## src/rtl/ccr_defines.vh

```
// Constants of the core clock and reset control block
`ifndef CCR_DEFINES_VH
`define CCR_DEFINES_VH
// APB byte offsets
`define CCR_OFF_POWER_MODE 12'h000
`define CCR_OFF_STATUS 12'h004
// Power mode control register fields
`define CCR_MULT_LSB 0
`define CCR_MULT_MSB 6
`define CCR_DIV_LSB 8
`define CCR_DIV_MSB 10
`define CCR_PIN_SEL_BIT 12
// Status register fields
`define CCR_ST_RATIO_LSB 0
`define CCR_ST_RATIO_MSB 1
`define CCR_ST_IN_RESET_BIT 4
`define CCR_ST_LOCKED_BIT 5
`define CCR_ST_PLL_SRC_BIT 6
// Ratio strap codes and start-up multipliers
`define CCR_RATIO_3 2'h0
`define CCR_RATIO_16 2'h1
`define CCR_RATIO_8 2'h2
`define CCR_RATIO_RSVD 2'h3
`define CCR_MULT_3 7'h03
`define CCR_MULT_16 7'h10
`define CCR_MULT_8 7'h08
`define CCR_DIV_RESET 3'h1
// PLL lock interval in input clock cycles
`define CCR_LOCK_CYCLES 4096
`endif

```

## src/rtl/ccr_lock_timer.v

```verilog
// Counter that measures the PLL lock interval after reset release
`timescale 1ns/1ps
module ccr_lock_timer #(
    parameter WIDTH = 13,
    parameter CYCLES = 4096
) (
    input wire sys_clk,
    input wire resetn,
    output reg done
);
    reg [WIDTH-1:0] count;
    // ============================================================
    // Lock counter
    always @(posedge sys_clk or negedge resetn) begin
        if (!resetn) begin
            count <= {WIDTH{1'b0}};
            done <= 1'b0;
        end else if (!done) begin
            if (count == CYCLES[WIDTH-1:0] - 1'b1) begin
                done <= 1'b1;
            end
            count <= count + 1'b1;
        end
    end
endmodule // ccr_lock_timer

```

## src/rtl/ccr_core_clock_reset_control.v

```verilog
// Core clock source, start-up reset sequencing, shared reset/clock pin and test port
//
// How it works
// - Core clock comes from PLL or straight from reference, chosen by strap.
// - Two-bit ratio strap sampled once, as the device leaves reset.
// - Strap 00 gives 3x, 01 gives 16x, 10 gives 8x, 11 reserved.
// - After core reset ends, software may rewrite PLL multiplier and divider.
// - Bit 12 picks PLL clock or core reset for shared pin; reset default.
// - In reset mode the shared pin shows the internal core reset state.
// - After reset release wait 4096 input cycles, then start at reset vector.
// - Test reset low resets the test state machine; board pulses or holds it.
// - TMS steers test state machine, TDI shifts in, TDO shifts out.
`timescale 1ns/1ps
`include "ccr_defines.vh"
module ccr_core_clock_reset_control #(
    parameter LOCK_CYCLES = `CCR_LOCK_CYCLES,
    parameter LOCK_WIDTH = 13,
    parameter SCAN_LEN = 8
) (
    input wire sys_clk,
    input wire resetn,
    input wire [1:0] core_clock_ratio_select,
    input wire pll_clock_level,
    input wire psel,
    input wire penable,
    input wire pwrite,
    input wire [11:0] paddr,
    input wire [31:0] pwdata,
    output reg [31:0] prdata,
    output reg pready,
    output reg pslverr,
    output reg core_reset_n,
    output reg core_start,
    output reg core_clock_from_pll,
    output reg [6:0] pll_multiplier,
    output reg [2:0] pll_divider,
    output reg reset_or_clock_output,
    input wire tck,
    input wire trst_n,
    input wire tms,
    input wire tdi,
    output reg tdo,
    output reg tdo_oe
);
    // ============================================================
    // TAP states
    localparam [3:0] ST_RESET = 4'h0;
    localparam [3:0] ST_IDLE = 4'h1;
    localparam [3:0] ST_SEL_DR = 4'h2;
    localparam [3:0] ST_CAP_DR = 4'h3;
    localparam [3:0] ST_SH_DR = 4'h4;
    localparam [3:0] ST_EX1_DR = 4'h5;
    localparam [3:0] ST_PA_DR = 4'h6;
    localparam [3:0] ST_EX2_DR = 4'h7;
    localparam [3:0] ST_UP_DR = 4'h8;
    localparam [3:0] ST_SEL_IR = 4'h9;
    localparam [3:0] ST_CAP_IR = 4'hA;
    localparam [3:0] ST_SH_IR = 4'hB;
    localparam [3:0] ST_EX1_IR = 4'hC;
    localparam [3:0] ST_PA_IR = 4'hD;
    localparam [3:0] ST_EX2_IR = 4'hE;
    localparam [3:0] ST_UP_IR = 4'hF;

    wire locked;
    reg strap_taken;
    reg [1:0] ratio;
    reg pin_sel_clock;
    reg [3:0] tap;
    reg [3:0] next_tap;
    reg tck_prev;
    reg [SCAN_LEN-1:0] scan;
    reg [SCAN_LEN-1:0] scan_hold;
    reg [31:0] next_rdata;
    reg next_err;
    wire acc_write;
    wire tck_rise;
    wire tck_fall;

    // ============================================================
    // Lock interval
    ccr_lock_timer #(
        .WIDTH(LOCK_WIDTH),
        .CYCLES(LOCK_CYCLES)
    ) i_ccr_lock_timer (
        .sys_clk(sys_clk),
        .resetn(resetn),
        .done(locked)
    );

    // ============================================================
    // Strap capture and core clock source
    always @(posedge sys_clk or negedge resetn) begin
        if (!resetn) begin
            strap_taken <= 1'b0;
            ratio <= `CCR_RATIO_3;
            core_clock_from_pll <= 1'b0;
        end else if (!strap_taken) begin
            strap_taken <= 1'b1;
            ratio <= core_clock_ratio_select;
            core_clock_from_pll <= (core_clock_ratio_select != `CCR_RATIO_RSVD);
        end
    end

    // ============================================================
    // Core reset sequencing
    always @(posedge sys_clk or negedge resetn) begin
        if (!resetn) begin
            core_reset_n <= 1'b0;
            core_start <= 1'b0;
        end else begin
            core_reset_n <= locked;
            // one pulse to fetch reset vector
            core_start <= locked & ~core_reset_n;
        end
    end

    // ============================================================
    // APB slave, no wait state, access phase answers at once
    assign acc_write = psel & penable & pready & pwrite;

    always @* begin
        next_rdata = 32'h0000_0000;
        next_err = 1'b0;
        if (paddr == `CCR_OFF_POWER_MODE) begin
            next_rdata[`CCR_MULT_MSB:`CCR_MULT_LSB] = pll_multiplier;
            next_rdata[`CCR_DIV_MSB:`CCR_DIV_LSB] = pll_divider;
            next_rdata[`CCR_PIN_SEL_BIT] = pin_sel_clock;
        end else if (paddr == `CCR_OFF_STATUS) begin
            next_rdata[`CCR_ST_RATIO_MSB:`CCR_ST_RATIO_LSB] = ratio;
            next_rdata[`CCR_ST_IN_RESET_BIT] = ~core_reset_n;
            next_rdata[`CCR_ST_LOCKED_BIT] = locked;
            next_rdata[`CCR_ST_PLL_SRC_BIT] = core_clock_from_pll;
            next_err = pwrite;
        end else begin
            next_err = 1'b1;
        end
    end

    always @(posedge sys_clk or negedge resetn) begin
        if (!resetn) begin
            pready <= 1'b0;
            prdata <= 32'h0000_0000;
            pslverr <= 1'b0;
        end else begin
            pready <= psel & ~penable;
            if (psel & ~penable) begin
                prdata <= pwrite ? 32'h0000_0000 : next_rdata;
                pslverr <= next_err;
            end else begin
                prdata <= 32'h0000_0000;
                pslverr <= 1'b0;
            end
        end
    end

    // ============================================================
    // Power mode control register
    always @(posedge sys_clk or negedge resetn) begin
        if (!resetn) begin
            pll_multiplier <= `CCR_MULT_3;
            pll_divider <= `CCR_DIV_RESET;
            pin_sel_clock <= 1'b0;
        end else if (!strap_taken) begin
            case (core_clock_ratio_select)
                `CCR_RATIO_16: pll_multiplier <= `CCR_MULT_16;
                `CCR_RATIO_8: pll_multiplier <= `CCR_MULT_8;
                default: pll_multiplier <= `CCR_MULT_3;
            endcase
        end else if (acc_write && core_reset_n && paddr == `CCR_OFF_POWER_MODE) begin
            pll_multiplier <= pwdata[`CCR_MULT_MSB:`CCR_MULT_LSB];
            pll_divider <= pwdata[`CCR_DIV_MSB:`CCR_DIV_LSB];
            pin_sel_clock <= pwdata[`CCR_PIN_SEL_BIT];
        end
    end

    // ============================================================
    // Shared reset/clock pin
    always @(posedge sys_clk or negedge resetn) begin
        if (!resetn) begin
            reset_or_clock_output <= 1'b0;
        end else begin
            reset_or_clock_output <= pin_sel_clock ? pll_clock_level : core_reset_n;
        end
    end

    // ============================================================
    // Test port, test clock sampled as a synchronous level
    // Idle-low test clock gives no false edge after power-up
    // test clock edge detect
    assign tck_rise = tck & ~tck_prev;
    assign tck_fall = ~tck & tck_prev;

    always @* begin
        next_tap = tap;
        case (tap)
            ST_RESET: next_tap = tms ? ST_RESET : ST_IDLE;
            ST_IDLE: next_tap = tms ? ST_SEL_DR : ST_IDLE;
            ST_SEL_DR: next_tap = tms ? ST_SEL_IR : ST_CAP_DR;
            ST_CAP_DR: next_tap = tms ? ST_EX1_DR : ST_SH_DR;
            ST_SH_DR: next_tap = tms ? ST_EX1_DR : ST_SH_DR;
            ST_EX1_DR: next_tap = tms ? ST_UP_DR : ST_PA_DR;
            ST_PA_DR: next_tap = tms ? ST_EX2_DR : ST_PA_DR;
            ST_EX2_DR: next_tap = tms ? ST_UP_DR : ST_SH_DR;
            ST_UP_DR: next_tap = tms ? ST_SEL_DR : ST_IDLE;
            ST_SEL_IR: next_tap = tms ? ST_RESET : ST_CAP_IR;
            ST_CAP_IR: next_tap = tms ? ST_EX1_IR : ST_SH_IR;
            ST_SH_IR: next_tap = tms ? ST_EX1_IR : ST_SH_IR;
            ST_EX1_IR: next_tap = tms ? ST_UP_IR : ST_PA_IR;
            ST_PA_IR: next_tap = tms ? ST_EX2_IR : ST_PA_IR;
            ST_EX2_IR: next_tap = tms ? ST_UP_IR : ST_SH_IR;
            default: next_tap = tms ? ST_SEL_DR : ST_IDLE;
        endcase
    end

    always @(posedge sys_clk or negedge resetn) begin
        if (!resetn) begin
            tck_prev <= 1'b0;
            tap <= ST_RESET;
            scan <= {SCAN_LEN{1'b0}};
            scan_hold <= {SCAN_LEN{1'b0}};
            tdo <= 1'b0;
            tdo_oe <= 1'b0;
        end else if (!trst_n) begin
            tck_prev <= tck;
            tap <= ST_RESET;
            tdo_oe <= 1'b0;
        end else begin
            tck_prev <= tck;
            if (tck_rise) begin
                tap <= next_tap;
                if (tap == ST_CAP_DR) begin
                    scan <= scan_hold;
                end else if (tap == ST_SH_DR) begin
                    scan <= {tdi, scan[SCAN_LEN-1:1]};
                end else if (tap == ST_UP_DR) begin
                    scan_hold <= scan;
                end
            end
            if (tck_fall) begin
                tdo <= scan[0];
                tdo_oe <= (tap == ST_SH_DR);
            end
        end
    end
endmodule // ccr_core_clock_reset_control

```

## config.mk

```make
export PLATFORM = sky130hd
export DESIGN_NAME = ccr_core_clock_reset_control
export DESIGN_NICKNAME = d
export VERILOG_FILES = /design/src/rtl/ccr_lock_timer.v /design/src/rtl/ccr_core_clock_reset_control.v
export VERILOG_INCLUDE_DIRS = /design/src /design/src/rtl
export SDC_FILE = /design/constraint.sdc
export NUM_CORES = 1
export LEC_CHECK = 0
export BUFFER_PORTS_ARGS = -buffer_cell sky130_fd_sc_hd__clkbuf_2
export CORE_ASPECT_RATIO = 1.4
export CORE_UTILIZATION = 45
export DETAILED_ROUTE_END_ITERATION = 6
export PLACE_DENSITY = 0.68
export SYNTH_ARGS = -nofsm -noshare
export SYNTH_HDL_FRONTEND = slang
export SYNTH_HIERARCHICAL = 1
export SYNTH_SLANG_ARGS = --single-unit
```

## constraint.sdc

```tcl
create_clock -name sys_clk -period 1.6 [get_ports sys_clk]
set_input_delay 0.16 -clock sys_clk [delete_from_list [all_inputs] [get_ports sys_clk]]
set_output_delay 0.16 -clock sys_clk [all_outputs]
set_load 0.03 [all_outputs]
```

Word level (Yosys, flattened, before mapping)
Cells that the tools add are included.

Input bits: 56. Bits in registers: 89. Output and inout bits: 50. Logic and storage cells: 103.

Reduce and logical (&&, ||, !) cells: 11. Add/sub/neg operators: 1. Bitwise operators: 13. Multiplexer cells: 37. Equality and inequality tests: 21.

Operators by type and width (count): one-hot mux 4 bit (11 select lines) (1); == test 4 bit (second input constant) (7); two-way mux 13 bit (2); two-way mux 4 bit (6); == test 4 x 3 -> 1 bit (second input constant) (4); two-way mux 8 bit (2); two-way mux 3 bit (5); two-way mux 7 bit (2); adder 13 x 1 -> 13 bit (second input constant) (1); == test 13 x 12 -> 1 bit (second input constant) (1); == test 12 x 3 -> 1 bit (second input constant) (1); zero test 12 bit (1); two-way mux 1 bit (12); two-way mux 2 bit (6); one-hot mux 5 bit (2 select lines) (1); == test 4 x 2 -> 1 bit (second input constant) (2); AND 1 bit (7); != test 2 x 1 -> 1 bit (second input constant) (3); inverter 1 bit (6); AND reduction 5 bit (1); zero test 4 bit (1); AND reduction 2 bit (2); OR reduction 2 bit (2); AND reduction 3 bit (1); other kinds (5) (6).

Depth between registers and ports, before layout
Gate-level depths: netlist of run 1.

Depth in word-level cells: 7. Mapped depth: 7. Depth with buffers taken out: 5.

Cells and area by module
The synthesis of run 1 kept the hierarchy.

By module, submodules not included: ccr_core_clock_reset_control (sequential area each 1355.0 µm², cells each 250, times used 1, area an instance 2740.1 µm²); ccr_lock_timer (sequential area each 350.3 µm², cells each 50, times used 1, area an instance 611.8 µm²).

Least setup slack after synthesis of run 1
Ideal clock, no wire load.

Path kind: flip-flop to flip-flop. From: register core_reset_n. To: register pin_sel_clock. Clock period less this slack: 1.514 ns. Buffers on the path: 0. Required time: 1.475 ns. Slack: 0.086 ns. Arrival: 1.389 ns. Stages on the path, launching flop included: 5. Library setup time: 0.125 ns. Cell sequence: dfrtp_1 -> and4b_1 -> and3_4 -> nand3_4 -> mux2_4.

Cells in the longest elaborated chain, start to end: 3.

Ends and longest elaborated chain: from (decl) (RTL line ccr_core_clock_reset_control.v:32) `output reg core_reset_n,`; from (signal assigned) (RTL line ccr_core_clock_reset_control.v:111) `core_reset_n <= locked;`; logical AND 1 bit (RTL line ccr_core_clock_reset_control.v:169) `` end else if (acc_write && core_reset_n && paddr == `CCR_OFF_POWER_MODE) begin ``; logical AND 1 bit (no source line); AND reduction 2 bit (no source line); to (signal assigned) (RTL line ccr_core_clock_reset_control.v:172) `` pin_sel_clock <= pwdata[`CCR_PIN_SEL_BIT]; ``; to (decl) (RTL line ccr_core_clock_reset_control.v:67) `reg pin_sel_clock;`.

No other way between the ends. A chain may end at the register's enable or synchronous reset.

Worst setup path in the final report of run 1
From: register tap[2]. To: register scan[0].

Cells in the longest elaborated chain, start to end: 3. Elaborated cells on any way between the ends: 5. Those cells by class: eq/ne (2); mux (1); reduce/logical (2).

Ends and longest elaborated chain: from (decl) (RTL line ccr_core_clock_reset_control.v:68) `reg [3:0] tap;`; from (signal assigned) (RTL line ccr_core_clock_reset_control.v:230) `tap <= next_tap;`; == test 4 x 2 -> 1 bit / == test 4 x 3 -> 1 bit (equally long branches) (RTL line ccr_core_clock_reset_control.v:231, ccr_core_clock_reset_control.v:233); nonzero test 2 bit (no source line); AND reduction 3 bit (no source line); to (signal assigned) (RTL line ccr_core_clock_reset_control.v:219) `scan <= {SCAN_LEN{1'b0}};`; to (signal assigned) (RTL line ccr_core_clock_reset_control.v:232) `scan <= scan_hold;`; to (signal assigned) (RTL line ccr_core_clock_reset_control.v:234) `scan <= {tdi, scan[SCAN_LEN-1:1]};`; to (decl) (RTL line ccr_core_clock_reset_control.v:71) `reg [SCAN_LEN-1:0] scan;`.

Several ways; a longest one is shown, not always the timed one.

==> flow_metrics.env, run 1 <==
export IMPL_status="finished clean"
export IMPL_synth_flop_cell="dfrtp_1"
export IMPL_vias_per_cell=4.90
export IMPL_crit_fanout=8
export IMPL_overflow=0
export IMPL_yosysTopAreaCell="dfrtp_1"
export IMPL_hp_class="in2reg"
export IMPL_path_class="reg2reg"
export IMPL_design_core_area_mm2=0.00707
export IMPL_htree_levels=3
export IMPL_arrival_ns=1.69
export IMPL_hpwl_um=4410
export IMPL_yosysUniqueCellTypes=50
export IMPL_pwr_share_seq=0.462
export IMPL_synth_edff_count=0
export IMPL_ys_seq_area_frac=0.509
export IMPL_switching_power_w=0.000906
export IMPL_start_util=0.474
export IMPL_rows=36
export IMPL_synth_area_per_cell_um2=11.2
export IMPL_place_congestion=0.808
export IMPL_wl_per_cell_um=13.2
export IMPL_synth_cells=300
export IMPL_end_kind="flip-flop"
export IMPL_p_per_area_mw_per_mm2=961
export IMPL_whs_ns=0.0283
export IMPL_die_area_mm2=0.00780
export IMPL_final_core_util=0.566
export IMPL_p_leak_nw=1.93
export IMPL_cts_buffers=9
export IMPL_synth_common_cells="dfrtp_1 (65), nand2_1 (29), buf_4 (22), mux2i_1 (19), nor2_1 (17)"
export IMPL_async_reset_ff_frac=1.00
export IMPL_report_final_setup_viol=0
export IMPL_drtPass1Iterations=4
export IMPL_p_int_w=0.00294
export IMPL_p_clk_frac=0.451
export IMPL_tns_ns=0
export IMPL_yosysWarningCount=6
export IMPL_maxCapViolations=0
export IMPL_ioPinCount=106
export IMPL_synth_area_mm2=0.00335
export IMPL_synth_top_cell_area_share=0.485
export IMPL_gr_usage_all_layers=0.170
export IMPL_startpoint_type="flip-flop"
export IMPL_worst_clock_skew_ns=0.00744
export IMPL_clock_sinks=68
export IMPL_fp_dieH_um=104
export IMPL_cts_buffer_depth=2
export IMPL_clk_pin_slew_worst_paths_ns=0.08
export IMPL_p_comb_frac=0.087
export IMPL_hold_viol_final=0
export IMPL_via_count=2332
export IMPL_yosys_top_cells_area="dfrtp_1 (49%), mux2i_1 (5.7%), buf_4 (4.9%)"
export IMPL_die_x_um=74.9
export IMPL_grt_pass1_wl_um=9990
export IMPL_layout_min_cycle_time_ns=1.49
export IMPL_fin_nets=436
export IMPL_routed_wl_um=6260
export IMPL_rsz0062_at_grt="no"
export IMPL_worstSkewPairLatency_ns=0.33
export IMPL_worstPathRequired_ns=1.79
export IMPL_drive_gt1_frac=0.333
export IMPL_synth_seq_cells=68
export IMPL_root_buffer="clkbuf_8"
export IMPL_ir_drop_v=0.000611
export IMPL_ant_nets=0
export IMPL_drc=0
export IMPL_area_growth_pct=19.4
export IMPL_io_buffers=63
export IMPL_final_cells=476
export IMPL_cts_tree="built"
export IMPL_place_inst=458
export IMPL_synth_most_common_cell="dfrtp_1"
export IMPL_post_route_period_util=0.933
export IMPL_grt_pass1_vias=2177
export IMPL_max_freq_mhz=670
export IMPL_grt_antenna_before_repair=0
export IMPL_n_antenna_cell=0
export IMPL_drv_slew=0
export IMPL_grt_max_degree=69
export IMPL_drt_iter0_markers=87
export IMPL_switching_share=0.236
state kept, by name (all words and copies together), names as in the netlist, 2 cells and up:
name                    cells
ratio                       2
prdata                     11
tap                         4
pll_multiplier              7
scan_hold                   8
pll_divider                 3
scan                        8
i_ccr_lock_timer/count     13
repair_timing:
action | in CTS | in global routing
resized for setup | 1 | 2
pin swaps | 0 | 1
hold endpoints to repair | 66 | 0
setup endpoints to repair | 2 | 7
setup buffers | 0 | 0
hold buffers | 2 | 0
placed cells by master (no fill, tap or decap), types with 5 or more instances in the layout:
cell type  Yosys  routed
dfrtp_1       65      63
clkbuf_2       0      63
nand2_1       29      29
conb_1         2      22
mux2i_1       19      19
nor2_1        17      17
o21ai_0       16      16
buf_4         22      13
nand3_1       11      11
mux2_2        10      10
clkbuf_8       1      10
xnor2_1        8       8
nor2b_1        7       7
a31oi_1        7       7
inv_1          6       6
and2_1         6       6
o21ai_1        5       5
cells by family (layout without fill, tap and decap cells):
| kind of cell | count (synthesis) | after routing | synth area share |
|---|---|---|---|
| compound gates | 39 | 39 | 0.0739 |
| xor+xnor | 12 | 12 | 0.0314 |
| fa+ha+maj | 4 | 4 | 0.0149 |
| buf+inv | 41 | 102 | 0.0836 |
| flops | 68 | 68 | 0.509 |
| mux | 33 | 33 | 0.108 |
| other cells | 2 | 22 | 0.00224 |
| simple gates | 101 | 101 | 0.177 |
critical path, stage by stage (launching register included):
cell and delay [ns]:
dfrtp_2 0.47, nor4bb_4 0.38, buf_6 0.21, mux2i_1 0.20
o21ai_0 0.09
power by group through the flow:
| stage | registers, W | logic [W] | clock network (W) |
|---|---|---|---|
| final | 0.00178 | 0.000335 | 0.00173 |
| after global routing | 0.00178 | 0.000368 | 0.00184 |
| after CTS | 0.00178 | 0.000339 | 0.00177 |
| after detailed placement | 0.00181 | 0.000334 | 0 |
| after global placement | 0.00181 | 0.000330 | 0 |
| after floorplan | 0.00183 | 0.000221 | 0 |
per-layer routing:
metal | track usage | share of wire | vias to the layer above | routed length (µm)
met1 | 0.224 | 0.44 | 1123 | 2770
met4 | 0.0728 | 0.012 | 0 | 78
met5 | 0 | 0 | - | 0
met2 | 0.263 | 0.50 | 62 | 3140
met3 | 0.0417 | 0.043 | 6 | 269
li1 | - | - | 1141 | -
layout make-up:
| class | instances | area (µm²) |
|---|---|---|
| fillers | 642 | 3070 |
| repair buffers | 80 | 464 |
| well taps | 95 | 119 |
| multi-input cells | 211 | 1440 |
| clock inverters | 6 | 111 |
| clock buffers | 10 | 138 |
| flip-flops and latches | 68 | 1710 |
| inverters | 6 | 22.5 |
final timing paths:
path                                                          end  slack, ns  cells past startpoint                                    from
setup / recovery                              scan[0]$_DFFE_PN0P_       0.11                      4                      tap[2]$_DFFE_PN0P_
hold / removal                    reset_or_clock_output$_DFF_PN0_       0.03                      3                         pll_clock_level
setup reg to reg                              scan[0]$_DFFE_PN0P_       0.11                      4                      tap[2]$_DFFE_PN0P_
hold reg to reg            i_ccr_lock_timer/count[12]$_DFFE_PN0N_       0.47                      1  i_ccr_lock_timer/count[12]$_DFFE_PN0N_
max in group asynchronous              pll_divider[0]$_DFFE_PN1P_       0.90                      3                                  resetn
min in group asynchronous  i_ccr_lock_timer/count[10]$_DFFE_PN0N_       0.37                      3                                  resetn
metrics by stage:
stage	total power, W	cell area (µm²)	setup slack [ns]
CTS	0.00389	4000	0.0243
global placement	0.00214	3730	0.0792
finish	0.00385	4000	0.107
detailed placement	0.00214	3730	0.0168
global route	0.00399	4000	0.00434
floorplan	0.00205	3430	0.0856
No activity file was read; power rests on OpenSTA's default activity.
==> run 2, diff against run 1 <==
- CELL_PAD_IN_SITES_DETAIL_PLACEMENT: not set -> 1
- CELL_PAD_IN_SITES_GLOBAL_PLACEMENT: not set -> 1
- CORE_UTILIZATION: 45 -> 39
- PLACE_DENSITY: 0.68 -> 0.76
==> run 2 against run 1 <==
  * Clock power is 20% higher
  * Clock-buffer cell count is 1 higher
  * Wire length increased by 22%
  * Critical path depth up 1
  * Global-route usage is 1.4 points higher
  * Setup slack lost 0.048 ns
  * First-iteration DRC count grew 21%
==> flow_metrics.env, run 2 (same netlist as run 1, synthesis figures left out) <==
export IMPL_hp_class="in2reg"
export IMPL_overflow=0
export IMPL_whs_ns=0.0476
export IMPL_root_buffer="clkbuf_16"
export IMPL_fin_nets=438
export IMPL_largest_reg_flops=13
export IMPL_die_x_um=80.4
export IMPL_startpoint_type="flip-flop"
export IMPL_grt_pass1_vias=2600
export IMPL_cts_tree="built"
export IMPL_hp_start="penable"
export IMPL_cts_setup_buffers=0
export IMPL_design_core_area_mm2=0.00825
export IMPL_max_stage_delay_ns=0.46
export IMPL_hpwl_um=5640
export IMPL_worstSkewPairLatency_ns=0.33
export IMPL_gr_usage_all_layers=0.185
export IMPL_vias_per_cell=5.06
export IMPL_crit_slowest_cell="dfrtp_1"
export IMPL_htree_levels=3
export IMPL_report_final_setup_viol=0
export IMPL_path_buf_inv=1
export IMPL_hold_viol_final=0
export IMPL_die_area_mm2=0.00897
export IMPL_cts_buffer_depth=2
export IMPL_multi_input_area_mm2=0.00145
export IMPL_final_cell_mix="dfrtp_1 (62), clkbuf_2 (62), nand2_1 (29)"
export IMPL_ant_nets=0
export IMPL_routed_wl_um=7660
export IMPL_drive_gt1_frac=0.337
export IMPL_r2r_end="tap[1]$_DFFE_PN0P_"
export IMPL_via_count=2456
export IMPL_crit_family="compound AO/OA/AOI/OAI gates"
export IMPL_wl_per_cell_um=15.8
export IMPL_post_route_period_util=0.963
export IMPL_final_cells=485
export IMPL_arrival_ns=1.75
export IMPL_grt_pass1_wl_um=12300
export IMPL_nFillCells=921
export IMPL_place_inst=467
export IMPL_worstPathRequired_ns=1.81
export IMPL_clock_sinks=68
export IMPL_whs_path_depth=2
export IMPL_fp_dieH_um=112
export IMPL_status="finished clean"
export IMPL_cts_buffers=9
export IMPL_whs_endpoint="pready$_DFF_PN0_"
export IMPL_drtPass1Iterations=4
export IMPL_grt_antenna_before_repair=0
export IMPL_worst_clock_skew_ns=0.00735
export IMPL_ir_drop_v=0.000544
export IMPL_path_cells="buf_4 > nor3b_1 > o21ai_0 > mux2i_1 > o221a_2"
export IMPL_drv_slew=0
export IMPL_r2r_start="tap[2]$_DFFE_PN0P_"
export IMPL_grt_max_degree=30
export IMPL_maxCapViolations=0
export IMPL_max_freq_mhz=649
export IMPL_area_growth_pct=23.0
export IMPL_ff_latch_area_mm2=0.00171
export IMPL_p_leak_nw=1.97
export IMPL_rsz0062_at_grt="yes"
export IMPL_layout_min_cycle_time_ns=1.54
export IMPL_path_class="reg2reg"
export IMPL_drt_iter0_markers=105
export IMPL_rows=39
export IMPL_regMostFlops="i_ccr_lock_timer/count"
export IMPL_n_antenna_cell=0
export IMPL_place_congestion=0.756
export IMPL_start_util=0.406
export IMPL_drc=0
export IMPL_end_kind="flip-flop"
export IMPL_reg_top3="i_ccr_lock_timer/count: 13 flops, prdata: 11 flops"
export IMPL_p_per_area_mw_per_mm2=1020
export IMPL_io_buffers=63
export IMPL_clk_pin_slew_worst_paths_ns=0.05
export IMPL_reg2reg_depth=5
export IMPL_ioPinCount=106
export IMPL_r2r_setup_slack_ns=0.06
export IMPL_crit_fanout=6
run 2: changes by cell type in the layout (fill, tap and decap cells not counted), moves of 2 or more:
cell / previous run / this run
clkbuf_8: 10 / 0
clkbuf_16: 0 / 9
buf_12: 1 / 3
clkbuf_1: 0 / 2
run 2: worst register-to-register path: stages, from the launching register on:
cell     delay, ns
dfrtp_1       0.46
buf_4         0.19
nor3b_1       0.13
o21ai_0       0.27
mux2i_1       0.13
o221a_2       0.25
run 2: report_power, final:
| part | internal [W] | switching [W] |
|---|---|---|
| Combinational | 0.000115 | 0.000234 |
| Sequential | 0.00176 | 0.0000283 |
| Clock | 0.00136 | 0.000709 |
| Total | 0.00323 | 0.000972 |
run 2: repair_timing:
item | in CTS | in global routing
endpoints found under the hold margin | 14 | 0
endpoints found under the setup margin | 0 | 7
gates resized for setup | 0 | 5
hold buffers | 2 | 0
run 2: layer usage:
metal | part of all wire | up-vias | GRT usage | wire length (µm)
li1 | - | 1149 | - | -
met1 | 0.39 | 1229 | 0.204 | 3010
met2 | 0.55 | 68 | 0.323 | 4220
met3 | 0.038 | 10 | 0.0451 | 294
met4 | 0.018 | 0 | 0.0881 | 138
met5 | 0 | - | 0 | 0
run 2: worst max-delay path by stage:
stage                                      start                   endpoint  slack, ns  cells past startpoint
after floorplan           core_reset_n$_DFF_PN0_  pin_sel_clock$_DFFE_PN0P_       0.09                      4
after global placement        tap[1]$_DFFE_PN0P_         tap[0]$_DFFE_PN0P_       0.11                      4
after detailed placement      tap[1]$_DFFE_PN0P_         tap[0]$_DFFE_PN0P_       0.05                      4
after CTS                     tap[1]$_DFFE_PN0P_         tap[0]$_DFFE_PN0P_       0.05                      4
after global routing          tap[3]$_DFFE_PN0P_        scan[0]$_DFFE_PN0P_      -0.02                      4
final                         tap[2]$_DFFE_PN0P_         tap[1]$_DFFE_PN0P_       0.06                      5
run 2: final cells by class:
cell class / instances / share of cell area
Clock buffer: 11 / 0.0564
Timing Repair Buffer: 82 / 0.121
Inverter: 6 / 0.00546
Tap cell: 102 / 0.0309
Multi-Input combinational cell: 211 / 0.353
Clock inverter: 5 / 0.0188
Sequential cell: 68 / 0.414
run 2: stage by stage:
| stage | utilization | setup WS, ns | setup TNS [ns] | total power (W) | instance area [µm²] |
|---|---|---|---|---|---|
| 6_report | 0.500 | 0.0586 | 0 | 0.00420 | 4120 |
| 5_1_grt | 0.500 | -0.0173 | -0.0173 | 0.00436 | 4120 |
| 4_1_cts | 0.498 | 0.0528 | 0 | 0.00423 | 4110 |
| 3_5_place_dp | 0.458 | 0.0543 | 0 | 0.00216 | 3780 |
| 3_3_place_gp | 0.458 | 0.106 | 0 | 0.00215 | 3780 |
| 2_1_floorplan | - | 0.0856 | 0 | 0.00205 | 3430 |
==> run 3, diff against run 2 <==
- CORE_MARGIN: not set -> 8
==> run 3 against run 2 <==
  * Cell area down 1.1%
  * Die area grew 32%
  * Critical endpoint is now scan[5]$_DFFE_PN0P_
  * Largest cell class unchanged
  * Wire length increased by 6.9%
  * Hold slack better by 0.014 ns
  * Sequential share of layout area increased by 0.44 points
==> flow_metrics.env, run 3 (same netlist as run 1, synthesis figures left out) <==
export IMPL_detailed_place_area_mm2=0.00375
export IMPL_n_antenna_cell=0
export IMPL_routed_wl_um=8190
export IMPL_worstPathRequired_ns=1.80
export IMPL_via_count=2477
export IMPL_post_route_period_util=0.946
export IMPL_die_x_um=94.4
export IMPL_ir_drop_v=0.000575
export IMPL_worst_clock_skew_ns=0.00890
export IMPL_area_growth_pct=21.7
export IMPL_clk_pin_slew_worst_paths_ns=0.06
export IMPL_io_buffers=63
export IMPL_p_per_area_mw_per_mm2=974
export IMPL_end_kind="flip-flop"
export IMPL_cts_buffers=9
export IMPL_status="finished clean"
export IMPL_design_core_area_mm2=0.00846
export IMPL_path_cells="nor4bb_4 > buf_12 > o211ai_2 > nand2_1 > o21ai_1"
export IMPL_p_leak_nw=1.94
export IMPL_ioPinCount=106
export IMPL_grt_max_degree=69
export IMPL_start_util=0.396
export IMPL_startpoint_type="flip-flop"
export IMPL_nFillCells=952
export IMPL_final_core_util=0.482
export IMPL_max_freq_mhz=660
export IMPL_grt_pass1_wl_um=13900
export IMPL_fp_dieH_um=126
export IMPL_worstSkewPairLatency_ns=0.33
export IMPL_cts_buffer_depth=2
export IMPL_drive_gt1_frac=0.332
export IMPL_drt_iter0_markers=56
export IMPL_hp_class="in2reg"
export IMPL_path_class="reg2reg"
export IMPL_crit_fanout=10
export IMPL_grt_antenna_before_repair=0
export IMPL_clock_sinks=68
export IMPL_final_cell_mix="dfrtp_1 (62), clkbuf_2 (62), nand2_1 (29)"
export IMPL_cts_tree="built"
export IMPL_crit_family="simple AND/OR/NAND/NOR gates"
export IMPL_drv_slew=0
export IMPL_hpwl_um=5960
export IMPL_rsz0062_at_grt="yes"
export IMPL_drtPass1Iterations=4
export IMPL_rows=40
export IMPL_report_final_setup_viol=0
export IMPL_hold_viol_final=0
export IMPL_max_stage_delay_ns=0.47
export IMPL_largest_reg_flops=13
export IMPL_maxCapViolations=0
export IMPL_crit_slowest_cell="dfrtp_2"
export IMPL_reg_top3="i_ccr_lock_timer/count: 13 flops, prdata: 11 flops"
export IMPL_die_area_mm2=0.0119
export IMPL_fin_nets=437
export IMPL_gr_usage_all_layers=0.148
export IMPL_place_congestion=0.784
export IMPL_layout_min_cycle_time_ns=1.51
export IMPL_root_buffer="clkbuf_16"
export IMPL_grt_pass1_vias=2812
export IMPL_path_buf_inv=1
export IMPL_wl_per_cell_um=16.8
export IMPL_vias_per_cell=5.09
export IMPL_fin_area_mm2=0.00408
export IMPL_htree_levels=3
export IMPL_regMostFlops="i_ccr_lock_timer/count"
export IMPL_drc=0
export IMPL_arrival_ns=1.71
export IMPL_ant_nets=0
export IMPL_overflow=0
-- run 3: cell types whose count changed in the layout (fill, tap and decap cells not counted) --
cell / change
o211ai_2: +1
clkbuf_8: +2
o21ai_1: +1
bufinv_16: -2
clkinv_4: +1
buf_12: -1
o21ai_0: -1
buf_4: -1
mux2i_2: -1
clkinv_2: -1
mux2i_1: +1
-- run 3: timing repair --
item,in CTS,in global routing
resized for setup,0,5
setup buffers,0,0
hold buffers,2,0
setup endpoints to repair,0,8
hold endpoints to repair,66,0
-- run 3: layer usage --
layer | share of wire | global-route usage
met5 | 0 | 0
met4 | 0.024 | 0.0712
met3 | 0.052 | 0.0416
met2 | 0.54 | 0.259
met1 | 0.39 | 0.156
-- run 3: final cells by class --
class / count / area (µm²) / area share
clock buffer: 13 / 260 / 0.0638
sequential: 68 / 1710 / 0.419
clock inverter: 3 / 21.3 / 0.00521
inverter: 6 / 22.5 / 0.00552
tap: 105 / 131 / 0.0322
multi-input combinational: 212 / 1460 / 0.358
timing repair buffer: 80 / 473 / 0.116
-- run 3: worst register-to-register path, stage by stage (launching register included) --
cell and delay (ns):
dfrtp_2 0.47, nor4bb_4 0.36, buf_12 0.19, o211ai_2 0.19, nand2_1 0.12, o21ai_1 0.06
-- run 3: worst paths after layout --
path,start,end,slack [ns],depth (start not counted)
min,penable,pready$_DFF_PN0_,0.06,2
min in group asynchronous,resetn,pll_multiplier[6]$_DFFE_PN0P_,0.36,3
max,tap[3]$_DFFE_PN0P_,scan[5]$_DFFE_PN0P_,0.09,5
min reg2reg,i_ccr_lock_timer/count[12]$_DFFE_PN0N_,i_ccr_lock_timer/count[12]$_DFFE_PN0N_,0.48,1
max reg2reg,tap[3]$_DFFE_PN0P_,scan[5]$_DFFE_PN0P_,0.09,5
max in group asynchronous,resetn,pll_divider[0]$_DFFE_PN1P_,0.90,3
-- run 3: power breakdown --
group	switching, W	internal, W
Clock	0.000711	0.00113
Sequential	0.0000290	0.00176
Combinational	0.000235	0.000111
Total	0.000975	0.00300
-- run 3: through the flow --
step           setup WS, ns  hold WS, ns  setup TNS, ns  cells  total power [W]
2_1_floorplan        0.0856       -0.136              0    320          0.00205
3_3_place_gp          0.112        0.199              0    468          0.00214
3_5_place_dp         0.0757        0.211              0    468          0.00215
4_1_cts              0.0647       0.0544              0    486          0.00403
5_1_grt             -0.0179       0.0645        -0.0350    487          0.00413
6_report             0.0858       0.0617              0    487          0.00397
